`src/rtl/pic_defs.svh`:
```
/*
 checksum block constants: masks, widths, term counts.
 assumes inclusion by bare name from the package and module.
*/
`ifndef PIC_DEFS_SVH
`define PIC_DEFS_SVH
`define PIC_SUM_W 16
`define PIC_WORD_W 14
`define PIC_CFG_MASK 14'h3BFF
`define PIC_NIB_MASK 14'h000F
`define PIC_ID_COUNT 4
`endif

```
`src/rtl/pic_pkg.sv`:
```
/*
 types for the program image checksum block.
 assumes pic_defs.svh is on the include path.
*/
`include "pic_defs.svh"
package pic_pkg;
    typedef enum logic [3:0] {
        PIC_KIND_PROG = 4'h1,
        PIC_KIND_CFG = 4'h2,
        PIC_KIND_ID = 4'h4,
        PIC_KIND_LAST = 4'h8
    } pic_kind_t;
    typedef struct packed {
        logic [`PIC_WORD_W-1:0] data;
        logic [1:0] kind;
        logic last;
    } pic_word_t;
    typedef enum logic [2:0] {
        PIC_ST_IDLE = 3'b001,
        PIC_ST_RUN = 3'b010,
        PIC_ST_DONE = 3'b100
    } pic_state_t;
endpackage

```
`src/rtl/pic_checksum.sv`:
```
/*
 program image checksum accumulator.
 assumes the word source presents program words, the configuration word and four id
 locations as it reads them; kind codes: 0 program, 1 configuration, 2 id location.
*/
// Notes on behaviour
// checksum sums program words, masked configuration word and id term
// only low 16 bits of the total kept, carries dropped
// configuration word is anded with 0x3BFF before adding
// id term packs four low nibbles, first id location most significant
// full protection: only masked configuration word plus id term summed
// code-protect setting selects which terms are summed
// reader of a real device may sum program memory as returned
// configuration word and id locations are always readable
// one 14-bit word per valid cycle, done after the last term
`timescale 1ns/1ns
`include "pic_defs.svh"
module pic_checksum (
    input wire logic clk,
    input wire logic reset_n,
    input wire logic start,
    input wire logic prog_included,
    input wire logic id_included,
    input wire logic word_valid,
    input wire pic_pkg::pic_word_t word_in,
    output logic [15:0] checksum,
    output logic done
);
    import pic_pkg::*;

    pic_state_t state, next_state;
    logic [`PIC_SUM_W-1:0] acc, next_acc;
    logic [`PIC_SUM_W-1:0] id_term, next_id_term;
    logic [1:0] id_count, next_id_count;
    logic [`PIC_SUM_W-1:0] checksum_q, next_checksum;
    logic done_q, next_done;
    logic [`PIC_SUM_W-1:0] term;
    logic take;
    logic begin_run;

    // the carry lands in bit 16 of the wider add and the return slice drops it
    function automatic logic [`PIC_SUM_W-1:0] add16(input logic [`PIC_SUM_W-1:0] a,
                                                   input logic [`PIC_SUM_W-1:0] b);
        logic [`PIC_SUM_W:0] s;
        s = {1'b0, a} + {1'b0, b};
        return s[`PIC_SUM_W-1:0];
    endfunction

    // reserved configuration bits never reach the sum
    function automatic logic [`PIC_SUM_W-1:0] cfg_term(input logic [`PIC_WORD_W-1:0] d);
        return {2'b00, d & `PIC_CFG_MASK};
    endfunction

    // words outside a frame are dropped, no port reports it
    assign take = (state == PIC_ST_RUN) && word_valid;
    assign begin_run = (state == PIC_ST_IDLE || state == PIC_ST_DONE) && start;

    always_comb begin
        term = '0;
        case (word_in.kind)
            2'd0: term = prog_included ? {2'b00, word_in.data} : '0;
            2'd1: term = cfg_term(word_in.data);
            default: term = '0; // id words count only through the packed term
        endcase
    end

    always_comb begin
        next_state = state;
        case (state)
            PIC_ST_IDLE: begin
                if (start) begin
                    next_state = PIC_ST_RUN;
                end
            end
            PIC_ST_RUN: begin
                if (take && word_in.last) begin
                    next_state = PIC_ST_DONE;
                end
            end
            PIC_ST_DONE: begin
                if (start) begin
                    next_state = PIC_ST_RUN;
                end
            end
            default: begin
                next_state = PIC_ST_IDLE;
            end
        endcase
    end

    always_ff @(posedge clk) begin
        if (!reset_n) begin
            state <= PIC_ST_IDLE;
        end else begin
            state <= next_state;
        end
    end

    always_comb begin
        next_acc = acc;
        if (begin_run) begin
            next_acc = '0;
        end else if (take) begin
            next_acc = add16(acc, term);
        end
    end

    always_ff @(posedge clk) begin
        if (!reset_n) begin
            acc <= '0;
        end else begin
            acc <= next_acc;
        end
    end

    always_comb begin
        next_id_term = id_term;
        next_id_count = id_count;
        if (begin_run) begin
            next_id_term = '0;
            next_id_count = '0;
        end else if (take && word_in.kind == 2'd2) begin
            // nibbles shift in, first location ends most significant
            next_id_term = {id_term[11:0], word_in.data[3:0]};
            next_id_count = id_count + 2'd1;
        end
    end

    always_ff @(posedge clk) begin
        if (!reset_n) begin
            id_term <= '0;
            id_count <= '0;
        end else begin
            id_term <= next_id_term;
            id_count <= next_id_count;
        end
    end

    always_comb begin
        next_checksum = checksum_q;
        next_done = 1'b0;
        if (take && word_in.last) begin
            // full protection: prog_included low, id_included high, see
            next_checksum = id_included ? add16(next_acc, next_id_term) : next_acc;
            next_done = 1'b1;
        end
    end

    always_ff @(posedge clk) begin
        if (!reset_n) begin
            checksum_q <= '0;
            done_q <= 1'b0;
        end else begin
            checksum_q <= next_checksum;
            done_q <= next_done;
        end
    end

    assign checksum = checksum_q;
    assign done = done_q;

    chk_done_after_last: assert property (@(posedge clk) disable iff (!reset_n)
        (state == PIC_ST_RUN && word_valid && word_in.last) |=> done)
        else $error("done missing after last term");
    chk_done_single: assert property (@(posedge clk) disable iff (!reset_n)
        done |=> !done)
        else $error("done longer than one cycle");
    chk_cfg_masked: assert property (@(posedge clk) disable iff (!reset_n)
        (state == PIC_ST_RUN && word_valid && word_in.kind == 2'd1 && !word_in.last)
        |=> acc == add16($past(acc), cfg_term($past(word_in.data))))
        else $error("configuration word not masked");
    chk_prog_skip: assert property (@(posedge clk) disable iff (!reset_n)
        (state == PIC_ST_RUN && word_valid && word_in.kind == 2'd0 && !prog_included && !word_in.last)
        |=> $stable(acc))
        else $error("program word summed while protected");
    chk_prog_add: assert property (@(posedge clk) disable iff (!reset_n)
        (state == PIC_ST_RUN && word_valid && word_in.kind == 2'd0 && prog_included && !word_in.last)
        |=> acc == add16($past(acc), {2'b00, $past(word_in.data)}))
        else $error("program word not added");
    chk_id_pack: assert property (@(posedge clk) disable iff (!reset_n)
        (state == PIC_ST_RUN && word_valid && word_in.kind == 2'd2)
        |=> id_term[3:0] == $past(word_in.data[3:0]) && id_term[15:4] == $past(id_term[11:0]))
        else $error("id nibble packing wrong");
    chk_start_clears: assert property (@(posedge clk) disable iff (!reset_n)
        (state != PIC_ST_RUN && start) |=> acc == 16'h0000 && id_term == 16'h0000)
        else $error("start did not clear accumulator");
    chk_sum_hold: assert property (@(posedge clk) disable iff (!reset_n)
        (!done && !(state == PIC_ST_RUN && word_valid && word_in.last)) |=> $stable(checksum))
        else $error("checksum changed without last term");
    chk_state_onehot: assert property (@(posedge clk) disable iff (!reset_n)
        $onehot(state))
        else $error("state not one-hot");
    chk_outside_ignored: assert property (@(posedge clk) disable iff (!reset_n)
        (state != PIC_ST_RUN && !start) |=> $stable(acc) && $stable(id_term))
        else $error("word taken outside a frame");
    chk_run_start_ignored: assert property (@(posedge clk) disable iff (!reset_n)
        (state == PIC_ST_RUN && start && !word_valid) |=> $stable(acc))
        else $error("start acted during a frame");
    chk_spare_kind_noop: assert property (@(posedge clk) disable iff (!reset_n)
        (take && word_in.kind == 2'd3 && !word_in.last) |=> $stable(acc) && $stable(id_term))
        else $error("spare kind changed the sum");
    chk_id_no_add: assert property (@(posedge clk) disable iff (!reset_n)
        (take && word_in.kind == 2'd2 && !word_in.last) |=> $stable(acc))
        else $error("id word added directly");
    chk_final_value: assert property (@(posedge clk) disable iff (!reset_n)
        (take && word_in.last) |=> checksum == ($past(id_included) ? add16(acc, id_term) : acc))
        else $error("final checksum wrong");
    chk_id_count_step: assert property (@(posedge clk) disable iff (!reset_n)
        (take && word_in.kind == 2'd2) |=> id_count == 2'($past(id_count) + 2'd1))
        else $error("id count did not step");
    chk_id_count_clear: assert property (@(posedge clk) disable iff (!reset_n)
        begin_run |=> id_count == 2'd0)
        else $error("id count not cleared");
    chk_done_from_run: assert property (@(posedge clk) disable iff (!reset_n)
        $rose(done) |-> $past(state) == PIC_ST_RUN)
        else $error("done raised outside a frame");
endmodule // pic_checksum

```
`config.mk`:
```
export PLATFORM = sky130hd
export DESIGN_NAME = pic_checksum
export DESIGN_NICKNAME = d
export VERILOG_FILES = /design/src/rtl/pic_pkg.sv /design/src/rtl/pic_checksum.sv
export VERILOG_INCLUDE_DIRS = /design/src /design/src/rtl
export SDC_FILE = /design/constraint.sdc
export NUM_CORES = 1
export LEC_CHECK = 0
export ABC_AREA = 1
export BUFFER_PORTS_ARGS = -buffer_cell sky130_fd_sc_hd__buf_4
export CORE_UTILIZATION = 60
export CTS_CLUSTER_DIAMETER = 150
export CTS_CLUSTER_SIZE = 24
export DETAILED_ROUTE_END_ITERATION = 10
export PLACE_DENSITY = 0.82
export SLEW_MARGIN = 20
export SYNTH_ARGS = -nofsm -noshare
export SYNTH_HDL_FRONTEND = slang
export SYNTH_SLANG_ARGS = --single-unit
```
`constraint.sdc`:
```
create_clock -name clk -period 8.8 [get_ports clk]
set_input_delay 0 -clock clk [delete_from_list [all_inputs] [get_ports clk]]
set_output_delay 0 -clock clk [all_outputs]
set_load 0.005 [all_outputs]
```
==> results of run 1 <==
-- layout by cell type (no fill, tap or decap), types with 2 or more instances in the layout --
master / netlist / routed
a21oi_2: 5 / 5
buf_4: 4 / 39
inv_2: 11 / 11
inv_1: 107 / 107
o211ai_1: 2 / 2
clkbuf_8: 0 / 7
nor2_2: 3 / 3
fa_1: 2 / 2
dfxtp_1: 52 / 52
a31oi_1: 3 / 3
nor2_4: 3 / 3
nand4_1: 8 / 8
and2_1: 3 / 3
o21ai_0: 21 / 21
a21oi_1: 36 / 36
nor4_1: 14 / 14
nor2_1: 82 / 82
or2_2: 2 / 2
nand2_1: 157 / 157
nor3_2: 2 / 2
or2_1: 2 / 2
clkinv_1: 2 / 2
xor2_1: 3 / 3
ha_1: 29 / 29
o21ai_1: 4 / 4
nor3_1: 19 / 19
nand3_1: 60 / 60
nand2_2: 11 / 11
nand3_2: 7 / 7
-- repair_timing --
item,4_1_cts,5_1_grt
resized for setup,0,0
endpoints found under the setup margin,0,0
hold buffers,1,0
setup buffers,0,0
hold endpoints to repair,6,0
-- cells in the mapped netlist (3+ instances only) --
cell      count  share of area
buf_2         5         0.0059
nand2_2      11          0.016
o21ai_0      21          0.025
nor2_1       82          0.073
nor2_4        3         0.0080
nor4_1       14          0.021
nand2_1     157           0.14
a21oi_2       5          0.010
nand3_1      60          0.071
nor3_1       19          0.023
o21ai_1       4         0.0047
inv_2        11         0.0098
ha_1         29          0.086
buf_4         4         0.0071
and2_1        3         0.0045
xor2_1        3         0.0062
nand3_2       7          0.017
a31oi_1       3         0.0045
clkbuf_1      7         0.0062
nor2_2        3         0.0045
inv_1       107          0.095
nand4_1       8          0.012
dfxtp_1      52           0.25
a21oi_1      36          0.043
-- power groups by stage --
stage | sequential (W) | combinational, W | clock, W
2_1_floorplan | 0.000245 | 0.0000521 | 0
3_3_place_gp | 0.000246 | 0.0000702 | 0
3_5_place_dp | 0.000246 | 0.0000722 | 0
4_1_cts | 0.000240 | 0.0000727 | 0.000154
5_1_grt | 0.000241 | 0.0000815 | 0.000164
6_report | 0.000240 | 0.0000732 | 0.000152
-- registers in the layout, indices dropped and copies added (netlist names) --
name and count:
done 1, id_term 16, checksum 16, acc 16
state 3
-- cells by family (layout without fill, tap and decap cells) --
family / count (synthesis) / after routing / share of synthesized area
AND/OR/NAND/NOR: 379 / 379 / 0.4195
buffers and inverters: 139 / 168 / 0.1329
flip-flops: 52 / 52 / 0.2468
XOR/XNOR: 4 / 4 / 0.008308
adder cells (fa/ha/maj): 31 / 31 / 0.09552
AO/OA/AOI/OAI: 74 / 74 / 0.09700
-- per-stage QoR --
step                total power [W]  worst slack (ps)
floorplan                 0.0002974              5808
CTS                       0.0004667              5431
detailed placement        0.0003180              5322
global route              0.0004867              5042
global placement          0.0003159              5481
finish                    0.0004652              5370
-- worst max-delay path, cell delays in order (launching register included) --
cell,delay [ps]
dfxtp_1,390
inv_2,80
nand2_1,130
nand4_4,300
inv_1,770
nor3_1,190
ha_1,380
a21oi_1,300
o21ai_0,170
a21oi_1,220
nand2_1,80
nand2_1,60
nand3_1,80
nand3_2,90
a21oi_2,50
-- final timing paths --
check | from | end | slack [ps]
min reg2reg | checksum[9] | checksum[9] | 470
max | state[2] | checksum[14] | 5370
max reg2reg | state[2] | checksum[14] | 5370
min | start | state[2] | 40
-- final cells by class --
class,instances,share of cell area
multi-input combinational,488,0.5647
sequential,52,0.2247
inverter,121,0.09857
timing repair buffer,40,0.06535
tap,96,0.02592
clock buffer,7,0.02079
-- metal layers --
layer	GRT usage	vias up	wire, um
li1	-	2226	-
met1	0.3707	2005	4713
met2	0.5505	111	5232
met3	0.03176	22	573
met4	0.1106	0	277
met5	0	-	0
==> summary.txt, run 1 <==
min-delay worst type - in -> reg
initial antenna violation count - 0
Routed Antenna Nets - 0
Worst Hold Margin - 37.07 ps
CTS H-tree lvls - 2
Setup violations, final - 0
GRT overflow - 0
setup TNS - 0 ps
CTS sink cnt - 52
asr flop ratio synth - 0
P&R area growth vs syn - 9.849%
number of distinct library cells after synthesis - 42
clock-pin slew on the worst setup and hold paths - 100 ps
die width - 85.85 um
nets@finish - 762
first drt pass iteration count - 4
syn avg cell area - 6.212 um^2
unrepaired setup endpoints after global routing - false
RePlAce Congestion - 0.9617
Finished Core Util - 0.6820
num rows - 30
Switch Pwr - 0.0001322 W
total of max-cap violations - 0
maximum VDD drop - 0.00008167 V
routed vias/inst - 5.428
combinational share of power - 0.157
synthesized cell area - 4218 um^2
Core ar. - 6794 um^2
clk_skew - 8.110 ps
Finished Cell Area - 4633 um^2
Worst setup SP type - register
ys flop type - dfxtp_1
CP max FO - 29
register share of total power - 0.517
GRT Resource Usage Total - 0.3035
static leakage - 2.510 nW
WS Path Type - reg -> reg
clock group share of total power - 0.326
Worst-Skew Late Latency - 310 ps
pin count of the biggest net entering global routing - 46
n_diodes - 0
final hold vios - 0
DP Cell Count - 796
status - finished, final reports clean
initial core utilization - 0.6208
DRT iter0 DRCs - 213
final worst path period need - 3430 ps
number of buffers on the longest clock path - 2
CTS root buf - clkbuf_8
Slew @ Worst Pin - 878.5 ps
area of the multi-input gates - 2616 um^2
number of flops mapped to enable cells by yosys - 0
first-pass GRT wire length - 17790 um
final worst path period share - 0.3898
internal power - 0.0003330 W
number of synthesized register bits - 52
CP arrival - 3600 ps
Filler cells - 594
placed inst area - 4527 um^2
WL per Instance - 13.43 um
Vias - 4364
register area - 1041 um^2
CTS tree - yes
Layout Cells excl Fill - 804
Slew Viols, Final - 0
worst hold stages - 4
final wirelength - 10800 um
Die ar. - 7369 um^2
IO Port Bufs - 39
syn_nets - 733
Yosys warning total - 0
DRC Markers - 0
Chip Height - 85.85 um
CP endpoint kind - register
register area share after synthesis - 0.2468
sw frac - 0.2842
Pwr Density - 100.4 nW/um^2
Mapped Cells - 679
num ports - 40
Required @ worst endpoint - 8970 ps
HPWL Detailed - 8210 um
vias in the first global route - 4015
Achievable Freq - 291.6 MHz
worst reg-to-reg path cell count - 14
proportion of layout cells with a drive suffix above 1 - 0.1356
cts bufs inserted - 5
Worst slew margin - 0.4137
(Power assumes the default switching activity.)
==> run 2, diff against run 1 <==
==> constraint.sdc (replaced) <==
create_clock -name clk -period 3.27 [get_ports clk]
set_input_delay 0 -clock clk [delete_from_list [all_inputs] [get_ports clk]]
set_output_delay 0 -clock clk [all_outputs]
set_load 0.005 [all_outputs]
==> summary.txt, run 2 (synthesized netlist as in run 1, its figures left out) <==
status - finished, final reports clean
Chip Height - 85.85 um
initial antenna violation count - 0
num rows - 30
Reg2Reg Setup Slack - 250 ps
IO Port Bufs - 39
num ports - 40
nets@finish - 776
Worst Hold Margin - 39.63 ps
GRT Resource Usage Total - 0.3159
die width - 85.85 um
static leakage - 2.560 nW
number of buffers on the longest clock path - 2
Routed Antenna Nets - 0
setup TNS - 0 ps
Slew @ Worst Pin - 812.6 ps
Buffers & Inverters on Critical Path - 3
CTS H-tree lvls - 2
Vias - 4393
CTS sink cnt - 52
RePlAce Congestion - 0.9315
most common cell after layout, fill and taps aside - nand2_1
initial core utilization - 0.6208
final hold vios - 0
pin count of the biggest net entering global routing - 46
DRC Markers - 0
maximum VDD drop - 0.0002066 V
first drt pass iteration count - 5
CTS root buf - clkbuf_8
Core ar. - 6794 um^2
Required @ worst endpoint - 3480 ps
DRT iter0 DRCs - 321
min-delay worst type - in -> reg
n_diodes - 0
Worst slew margin - 0.4575
Die ar. - 7369 um^2
DP Cell Count - 807
Pwr Density - 259.4 nW/um^2
proportion of layout cells with a drive suffix above 1 - 0.1770
clock-pin slew on the worst setup and hold paths - 100 ps
final worst path period share - 0.9250
CP arrival - 3230 ps
GRT overflow - 0
Crit-path slowest cell - fa_2
Worst-Skew Late Latency - 310 ps
Achievable Freq - 330.6 MHz
clk_skew - 15.21 ps
first-pass GRT wire length - 18510 um
WL per Instance - 13.75 um
cts bufs inserted - 5
CP endpoint kind - register
crit path cell chain - ha_4 > inv_1 > fa_2 > inv_4 > nand3_2 > nand3_2 > nand3_2 > nand4_1 > nand3_1 > nand2_2 > inv_2 > ha_4 > nand2_2 > nor3_2 > and2_1 > nand2_1 > nand2_1 > nand2_1 > nand2_1 > nor2_2 > nand2_1 > nand2_1 > nor2_1 > nor2_1
total of max-cap violations - 0
WS Path Type - reg -> reg
final wirelength - 11260 um
P&R area growth vs syn - 14.51%
Power, Total - 0.001253 W
Most common cell on crit path - nand2_1
routed vias/inst - 5.364
Max stage delay on crit path - 410 ps
final worst path period need - 3025 ps
CTS tree - yes
most frequent cells in the layout - nand2_1 (154), inv_1 (105), nor2_1 (82), nand3_1 (57), buf_4 (53)
CP max FO - 5
CP top delay family - simple AND/OR/NAND/NOR gates
Worst setup SP type - register
Slew Viols, Final - 0
Layout Cells excl Fill - 819
HPWL Detailed - 8815 um
Setup violations, final - 0
vias in the first global route - 4082
## run 2: cell types whose count changed in the layout (fill, tap and decap cells not counted), moves of 3 or more
cell     delta
ha_1        -6
nand3_2     +3
nand2_2     +3
nand3_1     -3
ha_4        +4
nand2_1     -3
buf_4      +14
## run 2: repair_timing
action	in CTS	in global routing
hold buffers	1	0
pin swaps	0	7
endpoints found under the setup margin	1	7
gates resized for setup	1	23
setup buffers	0	3
hold endpoints to repair	5	0
## run 2: path summary, 6_finish.rpt
path                   to   startpoint  cells past startpoint
min            id_term[3]   word_in[6]                      3
min reg2reg   checksum[6]  checksum[6]                      2
max          checksum[15]       acc[0]                     24
max reg2reg  checksum[15]       acc[0]                     24
## run 2: worst reg2reg max path, delay by kind of cell (launching register included)
family                     cells  cell delay (ps)
and+or+nand+nor               18             1510
adders and majority gates      3              850
DFF                            1              370
buffers and inverters          3              200
## run 2: through the flow
step | utilization | instance area (um^2) | setup slack [ps]
detailed placement | 0.6785 | 4609 | -149.4
global placement | 0.6785 | 4609 | -66.53
CTS | 0.6941 | 4716 | 27.26
floorplan | - | 4218 | 278.0
global route | 0.7109 | 4830 | -6.717
finish | 0.7109 | 4830 | 245.2
## run 2: area by class of cell
| type | count | area (um^2) |
|---|---|---|
| Multi-Input combinational cell | 488 | 2704 |
| Fill cell | 612 | 1964 |
| Sequential cell | 52 | 1042 |
| Inverter | 121 | 461.7 |
| Timing Repair Buffer | 54 | 407.9 |
| Tap cell | 96 | 120.1 |
| Clock buffer | 7 | 86.33 |
| Clock inverter | 1 | 7.507 |
## run 2: routing by layer
metal | GRT usage | vias up | part of all wire
met2 | 0.5527 | 128 | 0.47
met1 | 0.4080 | 1991 | 0.45
met5 | 0 | - | 0
met4 | 0.09545 | 0 | 0.027
li1 | - | 2253 | -
met3 | 0.03754 | 21 | 0.052
## run 2: power by group
part	switching, W	internal [W]
sequential	0.00000608	0.000641
clock	0.000216	0.000173
combinational	0.000140	0.0000769
